$ cat src/hw/ebu_defs.svh
// constants of the external bus unit: codes, field positions, timing counts
// assumes inclusion by the package and the design modules, by bare name
`ifndef EBU_DEFS_SVH
`define EBU_DEFS_SVH

`define EBU_WINDOWS       4
`define EBU_CS_LINES      5
`define EBU_ADDR_W        24
`define EBU_DATA_W        16
`define EBU_SEL_W         12
`define EBU_SYNC_W        19
// bus mode field: bit 0 multiplexed, bit 1 sixteen-bit data
`define EBU_MODE_MUX_BIT  0
`define EBU_MODE_W16_BIT  1
// address space codes and the upper address lines each one drives
`define EBU_SPACE_64K     2'h0
`define EBU_SPACE_256K    2'h1
`define EBU_SPACE_1M      2'h2
`define EBU_SPACE_16M     2'h3
`define EBU_P4_LINES_64K  8'h00
`define EBU_P4_LINES_256K 8'h03
`define EBU_P4_LINES_1M   8'h0f
`define EBU_P4_LINES_16M  8'hff
// upper address byte position
`define EBU_UPPER_LSB     16
`define EBU_SEL_LSB       12
// timing counts in sys_clk ticks
`define EBU_CNT_ZERO      4'h0
`define EBU_CNT_ONE       4'h1
`define EBU_CS_DEFAULT    5'h01

`endif

$ cat src/hw/ebu_pkg.sv
// types of the external bus unit: configuration records and states
// assumes ebu_defs.svh on the include path
`include "ebu_defs.svh"

package ebu_pkg;

    // one bus configuration register
    typedef struct packed {
        logic       bus_act;      // window enabled; no effect in the default register
        logic [1:0] bus_mode;     // data width and multiplexing
        logic [3:0] wait_cnt;     // memory cycle wait ticks
        logic       tristate;     // extra turnaround tick after cycle
        logic       ale_long;     // address strobe one tick longer
        logic       rw_delay;     // read/write strobe delayed one tick
        logic       rdy_en;       // ready handshake used
        logic       rdy_pol;      // active level of ready input
    } ebu_bus_cfg_t;

    // one window select register: base and size of the window
    typedef struct packed {
        logic [`EBU_SEL_W-1:0] base;  // compared with addr[23:12]
        logic [3:0]            size;  // low base bits ignored
    } ebu_win_sel_t;

    typedef enum logic [2:0] {
        ST_IDLE   = 3'b000,
        ST_ADDR   = 3'b001,
        ST_DELAY  = 3'b010,
        ST_STROBE = 3'b011,
        ST_TRI    = 3'b100,
        ST_HELD   = 3'b101
    } ebu_state_t;

endpackage : ebu_pkg

$ cat src/hw/ebu_window_decode.sv
// address window decoder of the external bus unit
// assumes stable configuration while a request address is presented
`timescale 1ns/100ps
`include "ebu_defs.svh"

module ebu_window_decode (
    input  wire logic [`EBU_ADDR_W-1:0]              addr,
    input  wire ebu_pkg::ebu_win_sel_t [`EBU_WINDOWS-1:0] win_sel,
    input  wire ebu_pkg::ebu_bus_cfg_t [`EBU_WINDOWS:0]   bus_cfg,
    output ebu_pkg::ebu_bus_cfg_t                    cfg,
    output logic [`EBU_CS_LINES-1:0]                 cs_sel
);

    logic [`EBU_WINDOWS-1:0] hit;

    // per window compare of the upper address bits under the size mask
    genvar gi;
    generate
        for (gi = 0; gi < `EBU_WINDOWS; gi++)
        begin : g_win
            logic [`EBU_SEL_W-1:0] mask;
            assign mask = {`EBU_SEL_W{1'b1}} << win_sel[gi].size;
            assign hit[gi] = bus_cfg[gi+1].bus_act
                & ((addr[`EBU_ADDR_W-1:`EBU_SEL_LSB] & mask)
                   == (win_sel[gi].base & mask));
        end
    endgenerate

    // higher window wins an overlap, default range when nothing hits
    always_comb
    begin
        cfg    = bus_cfg[0];
        cs_sel = `EBU_CS_DEFAULT;
        for (int i = 0; i < `EBU_WINDOWS; i++)
        begin
            if (hit[i])
            begin
                cfg    = bus_cfg[i+1];
                cs_sel = `EBU_CS_LINES'(`EBU_CS_DEFAULT << (i + 1));
            end
        end
    end

endmodule : ebu_window_decode

$ cat src/hw/ebu_core.sv
// What this block does
// - single chip mode, or 8/16-bit data, multiplexed or not, 16 to 24 address bits.
// - demultiplexed: address on second port, data on first port or its low byte.
// - multiplexed: first port carries address, then the data of the same cycle.
// - cycle wait, turnaround, address strobe length and strobe delay are programmable.
// - four windows, each a select register paired with a bus configuration register.
// - overlapping windows: four overrides three, two overrides one.
// - addresses outside all windows use the default bus configuration.
// - up to five active-low chip selects, four windows plus default.
// - per window polarity bit chooses the active level of ready.
// - with ready enabled, a cycle ends only once ready reaches its active level.
// - arbitration enable hands request, acknowledge and hold pins to this unit.
// - after reset the unit is arbitration master; acknowledge pin is output.
// - direction bit one selects slave mode; acknowledge pin becomes input.
// - address space restrictable to 1M, 256K, 64K or full 16M.
// - port 4 drives eight, four, two or no upper address lines.
// - by default chip selects change half a cpu clock after address strobe rises.
// - with timing bit set, chip selects change with the address strobe rise.
//
// top of the external bus unit: cpu request port, configuration ports, pins
// assumes sys_clk is twice the cpu clock, so one tick is half a cpu clock
`timescale 1ns/100ps
`include "ebu_defs.svh"

module ebu_core (
    input  wire logic                                 sys_clk,
    input  wire logic                                 resetn,
    input  wire logic                                 clk_en,
    // configuration
    input  wire logic                                 single_chip_mode,
    input  wire ebu_pkg::ebu_win_sel_t [`EBU_WINDOWS-1:0] window_select_reg,
    input  wire ebu_pkg::ebu_bus_cfg_t [`EBU_WINDOWS:0]   bus_config_reg,
    input  wire logic [1:0]                           addr_space,
    input  wire logic                                 chip_select_timing_bit,
    input  wire logic                                 arbitration_enable_bit,
    input  wire logic                                 port6_pin7_direction_bit,
    // cpu request
    input  wire logic                                 req_valid,
    input  wire logic                                 req_write,
    input  wire logic [`EBU_ADDR_W-1:0]               req_addr,
    input  wire logic [`EBU_DATA_W-1:0]               req_wdata,
    output logic                                      req_ready,
    output logic                                      req_done,
    output logic [`EBU_DATA_W-1:0]                    req_rdata,
    // pins
    input  wire logic [`EBU_DATA_W-1:0]               first_parallel_port_in,
    output logic [`EBU_DATA_W-1:0]                    first_parallel_port_out,
    output logic [1:0]                                first_parallel_port_oe,
    output logic [`EBU_DATA_W-1:0]                    second_parallel_port_out,
    output logic                                      second_parallel_port_oe,
    output logic [7:0]                                port4_addr_out,
    output logic [7:0]                                port4_addr_oe,
    output logic                                      ale,
    output logic                                      rd_n,
    output logic                                      wr_n,
    output logic [`EBU_CS_LINES-1:0]                  chip_select_lines_n,
    output logic                                      ctl_oe,
    input  wire logic                                 ready_pin,
    input  wire logic                                 hold_n,
    output logic                                      bus_request_pin_n,
    output logic                                      bus_request_pin_oe,
    input  wire logic                                 grant_acknowledge_pin_n_in,
    output logic                                      grant_acknowledge_pin_n_out,
    output logic                                      grant_acknowledge_pin_oe
);
    ebu_pkg::ebu_state_t     state_reg, state_next;
    ebu_pkg::ebu_bus_cfg_t   cfg_reg, cfg_next, dec_cfg;
    logic [`EBU_CS_LINES-1:0] dec_cs, cs_sel_reg, cs_sel_next;
    logic [`EBU_DATA_W-1:0]  wdata_reg, wdata_next;
    logic                    write_reg, write_next;
    logic [3:0]              cnt_reg, cnt_next;
    logic [`EBU_SYNC_W-1:0]  sync1_reg, sync2_reg;
    logic                    ready_reg, ready_next, done_reg, done_next;
    logic [`EBU_DATA_W-1:0]  rdata_reg, rdata_next;
    logic [`EBU_DATA_W-1:0]  p0_reg, p0_next, p1_reg, p1_next;
    logic [1:0]              p0_oe_reg, p0_oe_next;
    logic                    p1_oe_reg, p1_oe_next;
    logic [7:0]              p4_reg, p4_next, p4_oe_reg, p4_oe_next;
    logic                    ale_reg, ale_next, rd_n_reg, rd_n_next, wr_n_reg, wr_n_next;
    logic [`EBU_CS_LINES-1:0] cs_n_reg, cs_n_next;
    logic                    ctl_oe_reg, ctl_oe_next;
    logic                    rq_n_reg, rq_n_next, rq_oe_reg, rq_oe_next;
    logic                    ack_reg, ack_next, ack_oe_reg, ack_oe_next;
    logic [`EBU_DATA_W-1:0]  data_sync;
    logic                    ready_sync, hold_req, granted, slave, owned, can_start;
    logic                    wide;
    logic [7:0]              p4_lines;
    ebu_window_decode u_decode (
        .addr    (req_addr),
        .win_sel (window_select_reg),
        .bus_cfg (bus_config_reg),
        .cfg     (dec_cfg),
        .cs_sel  (dec_cs)
    );
    // two flops on every pin input; only the second stage is read
    always_ff @(posedge sys_clk)
    begin
        if (!resetn)
        begin
            sync1_reg <= '0;
            sync2_reg <= '0;
        end
        else if (clk_en)
        begin
            sync1_reg <= {grant_acknowledge_pin_n_in, hold_n, ready_pin,
                          first_parallel_port_in};
            sync2_reg <= sync1_reg;
        end
    end

    // reset zeros the syncs, so hold and grant read asserted until pins arrive
    assign data_sync  = sync2_reg[`EBU_DATA_W-1:0];
    assign ready_sync = sync2_reg[`EBU_DATA_W];
    assign slave      = arbitration_enable_bit & port6_pin7_direction_bit;
    assign hold_req   = arbitration_enable_bit & ~slave & ~sync2_reg[`EBU_DATA_W+1];
    assign granted    = ~sync2_reg[`EBU_DATA_W+2];
    assign owned      = slave ? granted : 1'b1;
    assign can_start  = ~single_chip_mode & owned & ~hold_req;
    assign wide       = cfg_reg.bus_mode[`EBU_MODE_W16_BIT];
    // upper address lines per address space
    always_comb
    begin
        case (addr_space)
            `EBU_SPACE_64K:  p4_lines = `EBU_P4_LINES_64K;
            `EBU_SPACE_256K: p4_lines = `EBU_P4_LINES_256K;
            `EBU_SPACE_1M:   p4_lines = `EBU_P4_LINES_1M;
            default:         p4_lines = `EBU_P4_LINES_16M;
        endcase
    end

    // bus cycle sequencer and pin values
    always_comb
    begin
        state_next   = state_reg;
        cfg_next     = cfg_reg;
        cs_sel_next  = cs_sel_reg;
        wdata_next   = wdata_reg;
        write_next   = write_reg;
        cnt_next     = cnt_reg;
        done_next    = 1'b0;
        rdata_next   = rdata_reg;
        p0_next      = p0_reg;
        p0_oe_next   = p0_oe_reg;
        p1_next      = p1_reg;
        p1_oe_next   = p1_oe_reg;
        p4_next      = p4_reg;
        p4_oe_next   = p4_oe_reg;
        ale_next     = ale_reg;
        rd_n_next    = rd_n_reg;
        wr_n_next    = wr_n_reg;
        cs_n_next    = cs_n_reg;
        ctl_oe_next  = ctl_oe_reg;
        rq_n_next    = rq_n_reg;
        ack_next     = ack_reg;
        // acknowledge pin drives only as master under arbitration
        ack_oe_next  = arbitration_enable_bit & ~slave;
        rq_oe_next   = arbitration_enable_bit;
        case (state_reg)
            ebu_pkg::ST_IDLE:
            begin
                ale_next    = 1'b0;
                rd_n_next   = 1'b1;
                wr_n_next   = 1'b1;
                cs_n_next   = '1;
                p0_oe_next  = 2'b00;
                p1_oe_next  = 1'b0;
                ctl_oe_next = owned & ~single_chip_mode;
                p4_oe_next  = (owned & ~single_chip_mode) ? p4_lines : 8'h00;
                rq_n_next = ~(slave & req_valid);
                if (req_valid && ready_reg)
                begin
                    state_next  = ebu_pkg::ST_ADDR;
                    cfg_next    = dec_cfg;
                    cs_sel_next = dec_cs;
                    wdata_next  = req_wdata;
                    write_next  = req_write;
                    cnt_next    = dec_cfg.ale_long ? `EBU_CNT_ONE : `EBU_CNT_ZERO;
                    ale_next    = 1'b1;
                    p4_next     = req_addr[`EBU_ADDR_W-1:`EBU_UPPER_LSB];
                    p4_oe_next  = p4_lines;
                    p0_next     = req_addr[`EBU_DATA_W-1:0];
                    p1_next     = req_addr[`EBU_DATA_W-1:0];
                    p0_oe_next  = {2{dec_cfg.bus_mode[`EBU_MODE_MUX_BIT]}};
                    p1_oe_next  = ~dec_cfg.bus_mode[`EBU_MODE_MUX_BIT];
                    if (chip_select_timing_bit)
                        cs_n_next = ~dec_cs;
                end
                else if (hold_req)
                begin
                    // float first; acknowledge follows one tick later
                    state_next  = ebu_pkg::ST_HELD;
                    ctl_oe_next = 1'b0;
                    p4_oe_next  = 8'h00;
                end
            end
            ebu_pkg::ST_ADDR:
            begin
                if (cs_n_reg == '1)
                    cs_n_next = ~cs_sel_reg;
                if (cnt_reg == `EBU_CNT_ZERO)
                begin
                    ale_next = 1'b0;
                    // data phase on first port; a multiplexed address leaves it here
                    p0_next    = wdata_reg;
                    p0_oe_next = write_reg ? {wide, 1'b1} : 2'b00;
                    state_next = cfg_reg.rw_delay ? ebu_pkg::ST_DELAY : ebu_pkg::ST_STROBE;
                end
                else
                    cnt_next = cnt_reg - `EBU_CNT_ONE;
            end
            ebu_pkg::ST_DELAY:
                state_next = ebu_pkg::ST_STROBE;
            ebu_pkg::ST_STROBE:
            begin
                if (cnt_reg != `EBU_CNT_ZERO)
                    cnt_next = cnt_reg - `EBU_CNT_ONE;
                else if (!cfg_reg.rdy_en || ready_sync == cfg_reg.rdy_pol)
                begin
                    rd_n_next  = 1'b1;
                    wr_n_next  = 1'b1;
                    cs_n_next  = '1;
                    p0_oe_next = 2'b00;
                    p1_oe_next = 1'b0;
                    done_next  = 1'b1;
                    if (!write_reg)
                        rdata_next = wide ? data_sync : {8'h00, data_sync[7:0]};
                    state_next = cfg_reg.tristate ? ebu_pkg::ST_TRI : ebu_pkg::ST_IDLE;
                end
            end
            ebu_pkg::ST_TRI:
                state_next = ebu_pkg::ST_IDLE;
            ebu_pkg::ST_HELD:
            begin
                ack_next  = ~hold_req;
                // ask the other master back while work waits
                rq_n_next = ~req_valid;
                if (!hold_req)
                    state_next = ebu_pkg::ST_IDLE;
            end
            default:
                state_next = ebu_pkg::ST_IDLE;
        endcase
        // strobe opens on entry, whichever state leads into it
        if (state_next == ebu_pkg::ST_STROBE && state_reg != ebu_pkg::ST_STROBE)
        begin
            rd_n_next = write_reg;
            wr_n_next = ~write_reg;
            cnt_next  = cfg_reg.wait_cnt;
        end
        ready_next = (state_next == ebu_pkg::ST_IDLE) & can_start & ~done_next
                     & ~(state_reg == ebu_pkg::ST_IDLE & req_valid & ready_reg);
    end

    // register stage; clk_en low freezes everything
    always_ff @(posedge sys_clk)
    begin
        if (!resetn)
        begin
            state_reg  <= ebu_pkg::ST_IDLE;
            cfg_reg    <= '0;
            cnt_reg    <= `EBU_CNT_ZERO;
            ready_reg  <= 1'b0;
            done_reg   <= 1'b0;
            rdata_reg  <= '0;
            p0_reg     <= '0;
            p0_oe_reg  <= 2'b00;
            p1_reg     <= '0;
            p1_oe_reg  <= 1'b0;
            p4_reg     <= 8'h00;
            p4_oe_reg  <= 8'h00;
            ale_reg    <= 1'b0;
            rd_n_reg   <= 1'b1;
            wr_n_reg   <= 1'b1;
            cs_n_reg   <= '1;
            ctl_oe_reg <= 1'b0;
            rq_n_reg   <= 1'b1;
            rq_oe_reg  <= 1'b0;
            ack_reg    <= 1'b1;
            ack_oe_reg <= 1'b0;
        end
        else if (clk_en)
        begin
            state_reg  <= state_next;
            cfg_reg    <= cfg_next;
            cs_sel_reg <= cs_sel_next;
            wdata_reg  <= wdata_next;
            write_reg  <= write_next;
            cnt_reg    <= cnt_next;
            ready_reg  <= ready_next;
            done_reg   <= done_next;
            rdata_reg  <= rdata_next;
            p0_reg     <= p0_next;
            p0_oe_reg  <= p0_oe_next;
            p1_reg     <= p1_next;
            p1_oe_reg  <= p1_oe_next;
            p4_reg     <= p4_next;
            p4_oe_reg  <= p4_oe_next;
            ale_reg    <= ale_next;
            rd_n_reg   <= rd_n_next;
            wr_n_reg   <= wr_n_next;
            cs_n_reg   <= cs_n_next;
            ctl_oe_reg <= ctl_oe_next;
            rq_n_reg   <= rq_n_next;
            rq_oe_reg  <= rq_oe_next;
            ack_reg    <= ack_next;
            ack_oe_reg <= ack_oe_next;
        end
    end

    // every output straight from its flop
    assign req_ready                   = ready_reg;
    assign req_done                    = done_reg;
    assign req_rdata                   = rdata_reg;
    assign first_parallel_port_out     = p0_reg;
    assign first_parallel_port_oe      = p0_oe_reg;
    assign second_parallel_port_out    = p1_reg;
    assign second_parallel_port_oe     = p1_oe_reg;
    assign port4_addr_out              = p4_reg;
    assign port4_addr_oe               = p4_oe_reg;
    assign ale                         = ale_reg;
    assign rd_n                        = rd_n_reg;
    assign wr_n                        = wr_n_reg;
    assign chip_select_lines_n         = cs_n_reg;
    assign ctl_oe                      = ctl_oe_reg;
    assign bus_request_pin_n           = rq_n_reg;
    assign bus_request_pin_oe          = rq_oe_reg;
    assign grant_acknowledge_pin_n_out = ack_reg;
    assign grant_acknowledge_pin_oe    = ack_oe_reg;

endmodule : ebu_core

$ cat config.mk
export PLATFORM = sky130hd
export DESIGN_NAME = ebu_core
export DESIGN_NICKNAME = d
export VERILOG_FILES = /design/src/hw/ebu_pkg.sv /design/src/hw/ebu_window_decode.sv /design/src/hw/ebu_core.sv
export VERILOG_INCLUDE_DIRS = /design/src /design/src/hw
export SDC_FILE = /design/constraint.sdc
export NUM_CORES = 1
export LEC_CHECK = 0
export ABC_AREA = 1
export BUFFER_PORTS_ARGS = -buffer_cell sky130_fd_sc_hd__buf_2
export CAP_MARGIN = 20
export CORE_ASPECT_RATIO = 0.8
export CORE_MARGIN = 8
export CORE_UTILIZATION = 45
export DETAILED_ROUTE_END_ITERATION = 10
export PLACE_DENSITY = 0.78
export SYNTH_ARGS = -nofsm -noshare
export SYNTH_HDL_FRONTEND = slang
export SYNTH_SLANG_ARGS = --single-unit
export TNS_END_PERCENT = 30
$ cat constraint.sdc
create_clock -name sys_clk -period 2.5 [get_ports sys_clk]
set_input_delay 0.5 -clock sys_clk [delete_from_list [all_inputs] [get_ports sys_clk]]
set_output_delay 0.5 -clock sys_clk [all_outputs]
set_load 0.005 [all_outputs]
Word level (Yosys, flattened, before mapping). Cells that the tools add are included.

Word-level logic and storage cells: 187. Bits in registers: 159. Output and inout bits: 82. Input port bits: 194.

Multiplexer cells: 62. Equality and inequality tests: 24. Add/subtract/negate cells: 1. Bitwise operators: 37. Shifts and indexed selects: 4. Reductions and logical operators: 28.

Operators with widths (count): bitwise AND 12 bit (8); equality test 12 bit (4); two-way mux 16 bit (3); << shifter 12 x 4 -> 12 bit (first input constant) (4); two-way mux 11 bit (4); case mux 16 bit (2 select lines) (1); two-way mux 5 bit (6); two-way mux 3 bit (8); two-way mux 8 bit (3); case mux 8 bit (3 select lines) (1); two-way mux 4 bit (5); AND reduction 5 bit (4); two-way mux 1 bit (17); AND reduction 4 bit (4); bitwise AND 1 bit (15); inequality test 3 bit (second input constant) (5); case mux 3 bit (5 select lines) (1); case mux 5 bit (3 select lines) (1); two-way mux 2 bit (6); NOT 1 bit (12); case mux 4 bit (3 select lines) (1); inequality test 2 bit (second input constant) (5); NOT 5 bit (2); equality test 3 x 2 -> 1 bit (second input constant) (3); 21 further kinds (33).

Logic depth before layout (Yosys ltp). Gate-level depths: netlist of run 1.

Depth in word-level cells: 12. Mapped depth: 18. Mapped depth without buffers: 17.

Modules after synthesis. Synthesis of run 1 repeated with hierarchy kept, for this count alone.

Cells, all modules: 1160. Area total of the unflattened synthesis: 7888.8 sq um.

By module, submodules not included: ebu_core (times used 1, cells an instance 746, area an instance 6019.5 sq um); ebu_window_decode (times used 1, cells an instance 414, area an instance 1869.3 sq um).

Worst setup path after synthesis of run 1. OpenSTA, ideal clock, no wires.

Kind: input-to-reg. Start point: in req_valid. End point: reg cs_sel_reg[0] (enable). Arrival time: 2.221 ns. Path buffers: 2. Library setup time: 0.401 ns. Slack: -0.122 ns. Cell stages on the path: 8. Cells stage by stage: nand2_1 inv_1 nand2_1 nor2_1 buf_2 inv_1 clkbuf_1 nor2_1.

Longest elaborated chain between the ends: 2.

RTL lines: start, declared (line ebu_core.sv:38) `input wire logic req_valid,`; logical AND 1 bit (line ebu_core.sv:170) `if (req_valid && ready_reg)`; AND reduction 4 bit (no line); end signal, assigned (line ebu_core.sv:285) `cs_sel_reg <= cs_sel_next;`; end, declared (line ebu_core.sv:68) `` logic [`EBU_CS_LINES-1:0] dec_cs, cs_sel_reg, cs_sel_next; ``.

No other way between the ends. A chain may end at the register's enable or synchronous reset.

Final worst setup path of run 1.
Start point: reg state_reg[2]. End point: reg p0_reg[5] (netlist: first_parallel_port_out[5]).

Longest elaborated chain between the ends: 3.

RTL lines: start, declared (line ebu_core.sv:66) `ebu_pkg::ebu_state_t state_reg, state_next;`; start signal, assigned (line ebu_core.sv:259) `state_reg <= ebu_pkg::ST_IDLE;`; start signal, assigned (line ebu_core.sv:283) `state_reg <= state_next;`; equality test 3 x 1 -> 1 bit / logical NOT 3 bit (equally long branches) (line ebu_core.sv:158) `case (state_reg)`; inequality test 2 bit (no line) / nonzero test 2 bit (equally long branches); AND reduction 4 bit (no line); end signal, assigned (line ebu_core.sv:292) `p0_reg <= p0_next;`; end, declared (line ebu_core.sv:75) `` logic [`EBU_DATA_W-1:0] p0_reg, p0_next, p1_reg, p1_next; ``.

Several ways; a longest one is shown, not always the timed one.

==> reports/results.txt, run 1 <==
Final Skew = 0.0117 ns
GP Congestion = 0.942
FF-to-FF setup slack = 0.40 ns
Critical path fanouts, max = 32
Final min period = 2.10 ns
Post-route ant nets = 0
Clk buf depth = 2
WL final = 25.7 mm
Max Used Layer = met4
DRC = 0
Post-Syn Nets = 1298
CP Launch Type = flip-flop
Final #Nets = 1550
Cts hold-fix bufs = 0
Chip height = 133 µm
First-pass GRT wire length = 39.4 mm
Vias in the first global route = 7467
Per-cell routed wire length = 16.1 µm
Gr ovfl total = 0
Max-Cap Viols = 0
Total power per unit cell area = 634 nW/µm²
Layout cells sized above 1 = 27.0%
Post-synth EDFFs = 22
Die span in x = 162 µm
IO buf count = 274
LEAKAGE = 4.86 nW
Most numerous cell in the Yosys netlist = nand2_1
Critical Path AT = 2.44 ns
Ys Warns = 0
Area leader, netlist = dfxtp_1
Register-to-Register Path Depth = 11
Register area share after synthesis = 42.5%
Crit end category = flip-flop
Met3 wire length = 2.08 mm
Slew headroom = 58.5%
Antenna diodes = 0
Endpoint, Worst Hold = wdata_reg[0]
Post-CTS setup buffers = 0
Num Clock Sinks = 153
Final setup violation count = 0
WP data required = 2.84 ns
Total Power = 6.21 mW
CTS root buf = clkbuf_16
Hold path start = req_wdata[0]
Post-synth top cells = nand2_1, nor2_1, dfxtp_1
Drt initial violations = 698
Hold Path Depth = 1
Largest cells by area after synthesis = dfxtp_1, nand2_1, edfxtp_1
Final Hold Vio Count = 0
Ys async rst share = 0%
Status = finished, final reports clean
Register area = 3280 µm²
Worst-margin pin slew = 0.623 ns
Worst-path clk slew = 0.06 ns
Pin count of the biggest net entering global routing = 75
Synthesized area = 7720 µm²
Hold Crit Class = in -> reg
Vias per cell = 5.13
I/O pins = 276
Initial antenna violation count = 0
Met2 wire length = 11.8 mm
Post-Route Setup TNS = 0 ns
Wl on met1 = 11.3 mm
Worst R2R End = first_parallel_port_out[5]
Gr usage total = 22.8%
TritonCTS clock tree = done
Slew Viols, Final = 0
Num CTS Buffers = 17
Flop and latch count out of synthesis = 153
DR pass1 iterations = 6
DR vias = 8163
Initial Util = 45.2%
Area growth, synth to finish = 26.9%
F_max = 476 MHz
Die Footprint = 21600 µm²
Library cells used by synthesis = 48
Final period utilization = 84.1%
Worst-Skew Late Latency = 0.42 ns
Mapped Cells = 1102
H-tree lvl count = 4
Rows = 43
Ys flop type = dfxtp_1
DPL Wire Length = 19.5 mm
Critical path class = reg -> reg
Core area = 17100 µm²
Synth top area share = 34.0%
Avg Cell Area, Syn = 7.00 µm²
Fill count = 1614
RSZ-0062 raised after global routing = no
Maximum vdd drop = 436 µV
Reg-to-reg critical path startpoint = state_reg[2]
PostCTS Resize Cnt = 0
Multi-input gate area = 3740 µm²
## critical path: stages, from the launching register on
cell and delay (ns):
dfxtp_1 0.35, inv_2 0.15, nand2_4 0.13, nor2_8 0.12, inv_4 0.11, nor2_4 0.14
inv_2 0.05, nand2_1 0.07, nand3_1 0.13, inv_2 0.39, o21ai_0 0.19, a31oi_1 0.20
## worst max-delay path by stage
stage,end,startpoint
floorplan,cs_sel_reg[0],req_valid
global placement,first_parallel_port_oe[1],window_select_reg[35]
detailed placement,first_parallel_port_oe[1],window_select_reg[35]
CTS,first_parallel_port_out[5],state_reg[0]
global route,first_parallel_port_out[5],state_reg[2]
finish,first_parallel_port_out[5],state_reg[2]
## layout by cell type (no fill, tap or decap), types with 19 or more instances in the layout
master	synthesis	layout
inv_2	23	23
edfxtp_1	22	22
nand3_1	62	62
nand2_1	237	237
nand4_1	22	22
o21ai_0	118	118
inv_1	84	84
nor2_1	170	168
clkbuf_16	0	19
a21oi_1	74	74
dfxtp_1	131	131
buf_2	11	274
## area by class of cell
type	count	area share, %
multi-input cells	783	38.2
flip-flops and latches	153	33.5
repair buffers	288	15.1
clock buffers	25	5.49
inverters	111	4.32
well taps	225	2.87
clock inverters	7	0.524
## through the flow
stage / setup slack (ns) / hold slack, ns / utilization [%] / std cells / area, µm²
2_1_floorplan: 0.236 / 0.434 / - / 1102 / 7720
4_1_cts: 0.414 / 0.240 / 57.4 / 1592 / 9790
3_3_place_gp: 0.179 / 0.432 / 54.0 / 1560 / 9200
6_report: 0.397 / 0.256 / 57.4 / 1592 / 9790
5_1_grt: 0.242 / 0.230 / 57.4 / 1592 / 9790
3_5_place_dp: 0.156 / 0.438 / 54.0 / 1560 / 9200
## cell families after synthesis
logic type | after synthesis | share of synthesized area (%)
adder cells (fa/ha/maj) | 2 | 0.324
XOR/XNOR | 13 | 1.48
AND/OR/NAND/NOR | 529 | 30.1
AO/OA/AOI/OAI | 239 | 16.5
buffers and inverters | 166 | 9.05
flip-flops | 153 | 42.5
## where the power goes
part	switching, mW	internal [mW]
Sequential	0.0653	2.61
Combinational	0.617	0.386
Clock	1.03	1.50
Total	1.71	4.50
## metal layers
metal | up-vias | global-route usage, %
met2 | 334 | 36.2
met1 | 3678 | 29.9
met5 | - | 0
met4 | 0 | 7.14
met3 | 38 | 5.98
li1 | 4113 | -
Power figures use the tool's default switching activity.
==> inputs of run 2 (changes only) <==
--- a/config.mk
+++ b/config.mk
@@ -11,9 +11,9 @@
 export CAP_MARGIN = 20
 export CORE_ASPECT_RATIO = 0.8
 export CORE_MARGIN = 8
-export CORE_UTILIZATION = 45
+export CORE_UTILIZATION = 50
 export DETAILED_ROUTE_END_ITERATION = 10
-export PLACE_DENSITY = 0.78
+export PLACE_DENSITY = 0.82
 export SYNTH_ARGS = -nofsm -noshare
 export SYNTH_HDL_FRONTEND = slang
 export SYNTH_SLANG_ARGS = --single-unit
==> constraint.sdc (replaced) <==
create_clock -name sys_clk -period 2.1 [get_ports sys_clk]
set_input_delay 0.42 -clock sys_clk [delete_from_list [all_inputs] [get_ports sys_clk]]
set_output_delay 0.42 -clock sys_clk [all_outputs]
set_load 0.005 [all_outputs]
==> run 2 against run 1 <==
Against the previous run:
- first-iteration DRC count rose by 15%
- utilization up 10 points
- critical endpoint is now rd_n
- hold slack worse by 0.075 ns
- highest routed layer is now met5
- sequential power grew 19%
- global-route usage increased by 3.0 points
- setup slack lost 0.28 ns
- non-clock buffer count rose by 35
- cell count up 1.4%
- die area decreased by 8.9%
- critical path depth grew 2
- sequential cell count unchanged
==> reports/results.txt, run 2 (synthesis gave the netlist of run 1 again) <==
Status = finished, final reports clean
Sw power = 2.18 mW (+27%)
TritonCTS clock tree = done
Area growth, synth to finish = 31.6%
Worst-path clk slew = 0.07 ns (about the same)
Final Instance Count excl. Fillers = 1614 (+1.4%)
Chip height = 127 µm (-4.5%)
Die span in x = 155 µm (-4.6%)
Worst-Skew Late Latency = 0.41 ns (about the same)
Die Footprint = 19700 µm² (-8.9%)
Maximum vdd drop = 575 µV (+32%)
DR pass1 iterations = 5 (-1)
Final min period = 1.98 ns (-0.120 ns)
Placed Instances = 1580 (+1.3%)
Critical path fanouts, max = 7 (-78%)
Sequential group share of total power = 42.1% (-1.0 points)
Final #Nets = 1585 (+2.3%)
LEAKAGE = 5.07 nW (+4.3%)
Layout cells sized above 1 = 29.0% (+2.0 points)
Post-route ant nets = 0 (unchanged)
Comb pwr share = 17.0% (+0.8 points)
CP max-delay cell = dfxtp_1
Placed cell areas = 9540 µm² (+3.7%)
Num Clock Sinks = 153 (unchanged)
DPL Wire Length = 19.6 mm (+0.69%)
H-tree lvl count = 4 (unchanged)
CP Launch Type = flip-flop
Core area = 15100 µm² (-12%)
DRC = 0 (unchanged)
Vias per cell = 5.26 (+2.6%)
Num CTS Buffers = 17 (unchanged)
Worst-margin pin slew = 0.505 ns (-0.118 ns)
Sw Share = 28.8% (+1.3 points)
Drt initial violations = 800 (+15%)
Most frequent cells in the layout = buf_2, nand2_1, nor2_1
Reg-to-reg critical path startpoint = cnt_reg[0]
First-pass GRT wire length = 41.2 mm (+4.5%)
Max-Cap Viols = 0 (unchanged)
Initial Util = 51.2% (+6.0 points)
Slew Viols, Final = 0 (unchanged)
Final period utilization = 94.4% (+10 points)
WP data required = 2.39 ns (-0.45 ns)
CP most frequent cell = nand2_1
Gr ovfl total = 0 (unchanged)
RSZ-0062 raised after global routing = yes
Slew headroom = 66.3% (+7.8 points)
Clk buf depth = 2 (unchanged)
Clock power frac = 40.9% (+0.2 points)
Crit end category = flip-flop
Total power per unit cell area = 745 nW/µm² (+17%)
Critical Path AT = 2.28 ns (-0.16 ns)
Critical path class = reg -> reg
Hold Crit Class = in -> reg
I/O pins = 276 (unchanged)
DR vias = 8494 (+4.1%)
Fill count = 1288 (-20%)
Final Hold Vio Count = 0 (unchanged)
Pin count of the biggest net entering global routing = 99 (+32%)
Final setup violation count = 0 (unchanged)
F_max = 504 MHz (+6.1%)
Vias in the first global route = 8110 (+8.6%)
GP Congestion = 0.926 (-1.7%)
Most common cell after layout, fill and taps aside = buf_2
Per-cell routed wire length = 16.2 µm (+0.24%)
Rows = 40 (-7.0%)
Total Power = 7.56 mW (+22%)
WL final = 26.1 mm (+1.6%)
Hold path start = req_wdata[12]
CP max stage delay = 0.38 ns (about the same)
Final Skew = 0.00960 ns (-0.00207 ns)
Initial antenna violation count = 3 (+3)
Setup crit start = cnt_reg[0]
Final Cell Area = 10200 µm² (+3.7%)
Gr usage total = 25.9% (+3.0 points)
Pint = 5.39 mW (+20%)
CTS root buf = clkbuf_16
Post-CTS setup buffers = 0 (unchanged)
IO buf count = 274 (unchanged)
Crit-path cells = inv_1, ha_1, nand3_2, inv_2, buf_4, nand2_1, nand2_1, nand3_2, nand3_4, inv_2, nand2_1, o22ai_1, nand2_1
run 2: metal layers:
metal  vias up  global-route usage (%)  routed length [µm]
li1       4195                       -                   -
met5         -                       0                  12
met2       362                    42.7               12400
met4         2                    7.42                 470
met3        44                    6.23                2060
met1      3891                    33.0               11200
run 2: layout make-up:
cell class	instances	area [µm²]	area share [%]
Inverter	111	423	4.16
Clock buffer	19	454	4.47
Sequential cell	153	3280	32.3
Multi-Input combinational cell	783	3750	37.0
Timing Repair Buffer	323	1830	18.0
Tap cell	210	263	2.59
Antenna cell	2	5.00	0.0493
Clock inverter	13	148	1.45
run 2: timing repair:
action | 4_1_cts | 5_1_grt
setup endpoints to repair | 0 | 12
gates resized for setup | 0 | 2
hold buffers | 0 | 0
run 2: final timing paths:
check / to / slack [ns] / depth (start not counted)
min reg2reg: req_rdata[7] / 0.44 / 2
max: rd_n / 0.12 / 13
max reg2reg: rd_n / 0.12 / 13
min: wdata_reg[12] / 0.18 / 1
run 2: power by group through the flow:
stage,combinational (mW),clock [mW],sequential [mW]
after floorplan,0.693,0,3.24
after global placement,1.23,0,3.24
after detailed placement,1.25,0,3.24
after CTS,1.26,3.13,3.18
after global routing,1.43,3.26,3.20
final,1.28,3.09,3.18
run 2: critical path, delay by kind of cell, from the launching register on:
family / cells / cell delay, ns
AND/OR/NAND/NOR: 7 / 0.64
buffers and inverters: 4 / 0.45
flip-flops: 1 / 0.38
adder cells (fa/ha/maj): 1 / 0.21
AO/OA/AOI/OAI: 1 / 0.19
run 2: per-stage QoR:
stage	hold WS [ns]	setup TNS (ns)	setup WS, ns	utilization, %
after floorplan	0.434	0	0.130	-
after global placement	0.431	-0.397	-0.0544	63.3
after detailed placement	0.434	-0.888	-0.108	63.3
after CTS	0.168	0	0.0512	67.3
after global routing	0.165	-0.106	-0.0396	67.4
final	0.180	0	0.118	67.4
==> inputs of run 3 (changes only) <==
--- a/config.mk
+++ b/config.mk
@@ -14,6 +14,7 @@
 export CORE_UTILIZATION = 50
 export DETAILED_ROUTE_END_ITERATION = 10
 export PLACE_DENSITY = 0.82
+export REMOVE_ABC_BUFFERS = 1
 export SYNTH_ARGS = -nofsm -noshare
 export SYNTH_HDL_FRONTEND = slang
 export SYNTH_SLANG_ARGS = --single-unit
==> run 3 against run 2 <==
Against the previous run:
- clock power is 3% lower
- clock-buffer cell count decreased by 2
- global-route usage fell by 0.60 points
- critical path depth shrank 1
- first-iteration DRC count decreased by 1.0%
- sequential share of layout area fell by 0.083 points
- largest cell class unchanged
==> reports/results.txt, run 3 (synthesis gave the netlist of run 1 again) <==
Status = finished, final reports clean
CTS root buf = clkbuf_16
Total Power = 7.45 mW (-1.4%)
Critical path fanouts, max = 4 (-3)
Worst-Skew Late Latency = 0.42 ns (about the same)
Rows = 40 (unchanged)
CP max stage delay = 0.32 ns (-0.06 ns)
RSZ-0062 raised after global routing = no
Register area = 3280 µm² (about the same)
Per-cell routed wire length = 15.7 µm (-3.0%)
Most common cell after layout, fill and taps aside = buf_2
F_max = 521 MHz (+3.3%)
Hold WS = 0.178 ns (-0.00282 ns)
Crit end category = flip-flop
Die Footprint = 19700 µm² (unchanged)
Final period utilization = 91.4% (-3.0 points)
I/O pins = 276 (unchanged)
DPL Wire Length = 19.2 mm (-1.9%)
Final #Nets = 1591 (+0.38%)
DR pass1 iterations = 5 (unchanged)
Slew headroom = 70.8% (+4.5 points)
Final Hold Vio Count = 0 (unchanged)
Area growth, synth to finish = 32.0%
Vias per cell = 5.25 (-0.28%)
DR vias = 8512 (+0.21%)
Core area = 15100 µm² (unchanged)
Initial Util = 51.2% (unchanged)
Pin count of the biggest net entering global routing = 99 (unchanged)
First-pass GRT wire length = 40.2 mm (-2.3%)
Critical Path AT = 2.27 ns (about the same)
Critical path class = reg -> reg
Total power per unit cell area = 732 nW/µm² (-1.7%)
Maximum vdd drop = 533 µV (-7.3%)
DRC = 0 (unchanged)
Most frequent cells in the layout = buf_2, nand2_1, nor2_1
H-tree lvl count = 4 (unchanged)
WL final = 25.5 mm (-2.5%)
Clk buf depth = 2 (unchanged)
Gr ovfl total = 0 (unchanged)
Worst-margin pin slew = 0.438 ns (-0.0668 ns)
Chip height = 127 µm (unchanged)
Final min period = 1.92 ns (-0.0629 ns)
Vias in the first global route = 7956 (-1.9%)
Post-route ant nets = 0 (unchanged)
IO buf count = 274 (unchanged)
LEAKAGE = 5.10 nW (+0.44%)
Max-Cap Viols = 0 (unchanged)
Multi-input gate area = 3750 µm² (about the same)
CP max-delay cell = dfxtp_1
TritonCTS clock tree = done
WP data required = 2.45 ns (+0.06 ns)
Crit-path cells = inv_1, ha_1, nand3_2, inv_2, buf_4, nand2_1, nand2_1, nand3_2, buf_4, nor4_1, nand3b_1, a21oi_1
Num Clock Sinks = 153 (unchanged)
Worst-path clk slew = 0.06 ns (about the same)
Layout cells sized above 1 = 29.5% (+0.52 points)
Final setup violation count = 0 (unchanged)
GP Congestion = 0.920 (-0.59%)
Slew Viols, Final = 0 (unchanged)
Gr usage total = 25.3% (-0.60 points)
Drt initial violations = 792 (-1.0%)
CP Launch Type = flip-flop
Final Skew = 0.0118 ns (+0.00216 ns)
Fill count = 1292 (+0.31%)
Die span in x = 155 µm (unchanged)
Hold Crit Class = in -> reg
Num CTS Buffers = 17 (unchanged)
Initial antenna violation count = 4 (+1)
-- run 3: changes by cell type in the layout (fill, tap and decap cells not counted), sizes merged --
cell | previous run | this run
buf | 323 | 329
clkinv | 5 | 8
clkbuf | 19 | 17
bufinv | 1 | 0
diode | 2 | 4
-- run 3: area by class of cell --
cell class                 instances  share of cell area [%]
multi-input combinational        783                    36.8
sequential                       153                    32.2
timing repair buffer             329                    18.4
inverter                         111                    4.20
clock buffer                      17                    4.18
tap                              210                    2.58
clock inverter                    15                    1.50
antenna                            4                  0.0983
-- run 3: where the power goes --
part	switching (mW)	total, mW	internal (mW)
combinational	0.753	1.28	0.530
sequential	0.0796	3.18	3.10
clock	1.40	2.99	1.58
total	2.24	7.45	5.22
-- run 3: worst paths after layout --
kind | startpoint | cells past startpoint | to | slack (ns)
setup / recovery | cnt_reg[1] | 12 | req_ready | 0.18
hold / removal | req_write | 1 | write_reg | 0.18
setup reg to reg | cnt_reg[1] | 12 | req_ready | 0.18
hold reg to reg | req_rdata[1] | 2 | req_rdata[1] | 0.44
-- run 3: timing repair --
action,in CTS,in global routing
resized for setup,0,7
setup buffers,0,0
hold buffers,0,0
setup endpoints to repair,0,22
-- run 3: metal layers --
metal | global-route usage (%) | part of all wire (%) | vias up
met5 | 0 | 0 | -
met4 | 7.76 | 2.2 | 0
met3 | 6.30 | 9.4 | 35
met2 | 39.5 | 44 | 407
met1 | 33.7 | 44 | 3858
li1 | - | - | 4212
-- run 3: through the flow --
step | TNS [ns] | setup WS, ns | cells | area [µm²] | util (%)
finish | 0 | 0.180 | 1622 | 10200 | 67.6
global route | 0 | 0.0179 | 1622 | 10200 | 67.6
global placement | -0.220 | -0.0385 | 1586 | 9580 | 63.6
floorplan | -56.08 | -1.83 | 1047 | 7440 | -
CTS | 0 | 0.148 | 1618 | 10200 | 67.4
detailed placement | -0.463 | -0.0836 | 1586 | 9580 | 63.6
-- run 3: worst max-delay path, delay by kind of cell (launching register included) --
kind	cells	cell delay (ns)
buffers and inverters	4	0.48
and+or+nand+nor	6	0.75
AOI/OAI and AO/OA	1	0.13
DFF	1	0.32
adders and majority gates	1	0.17
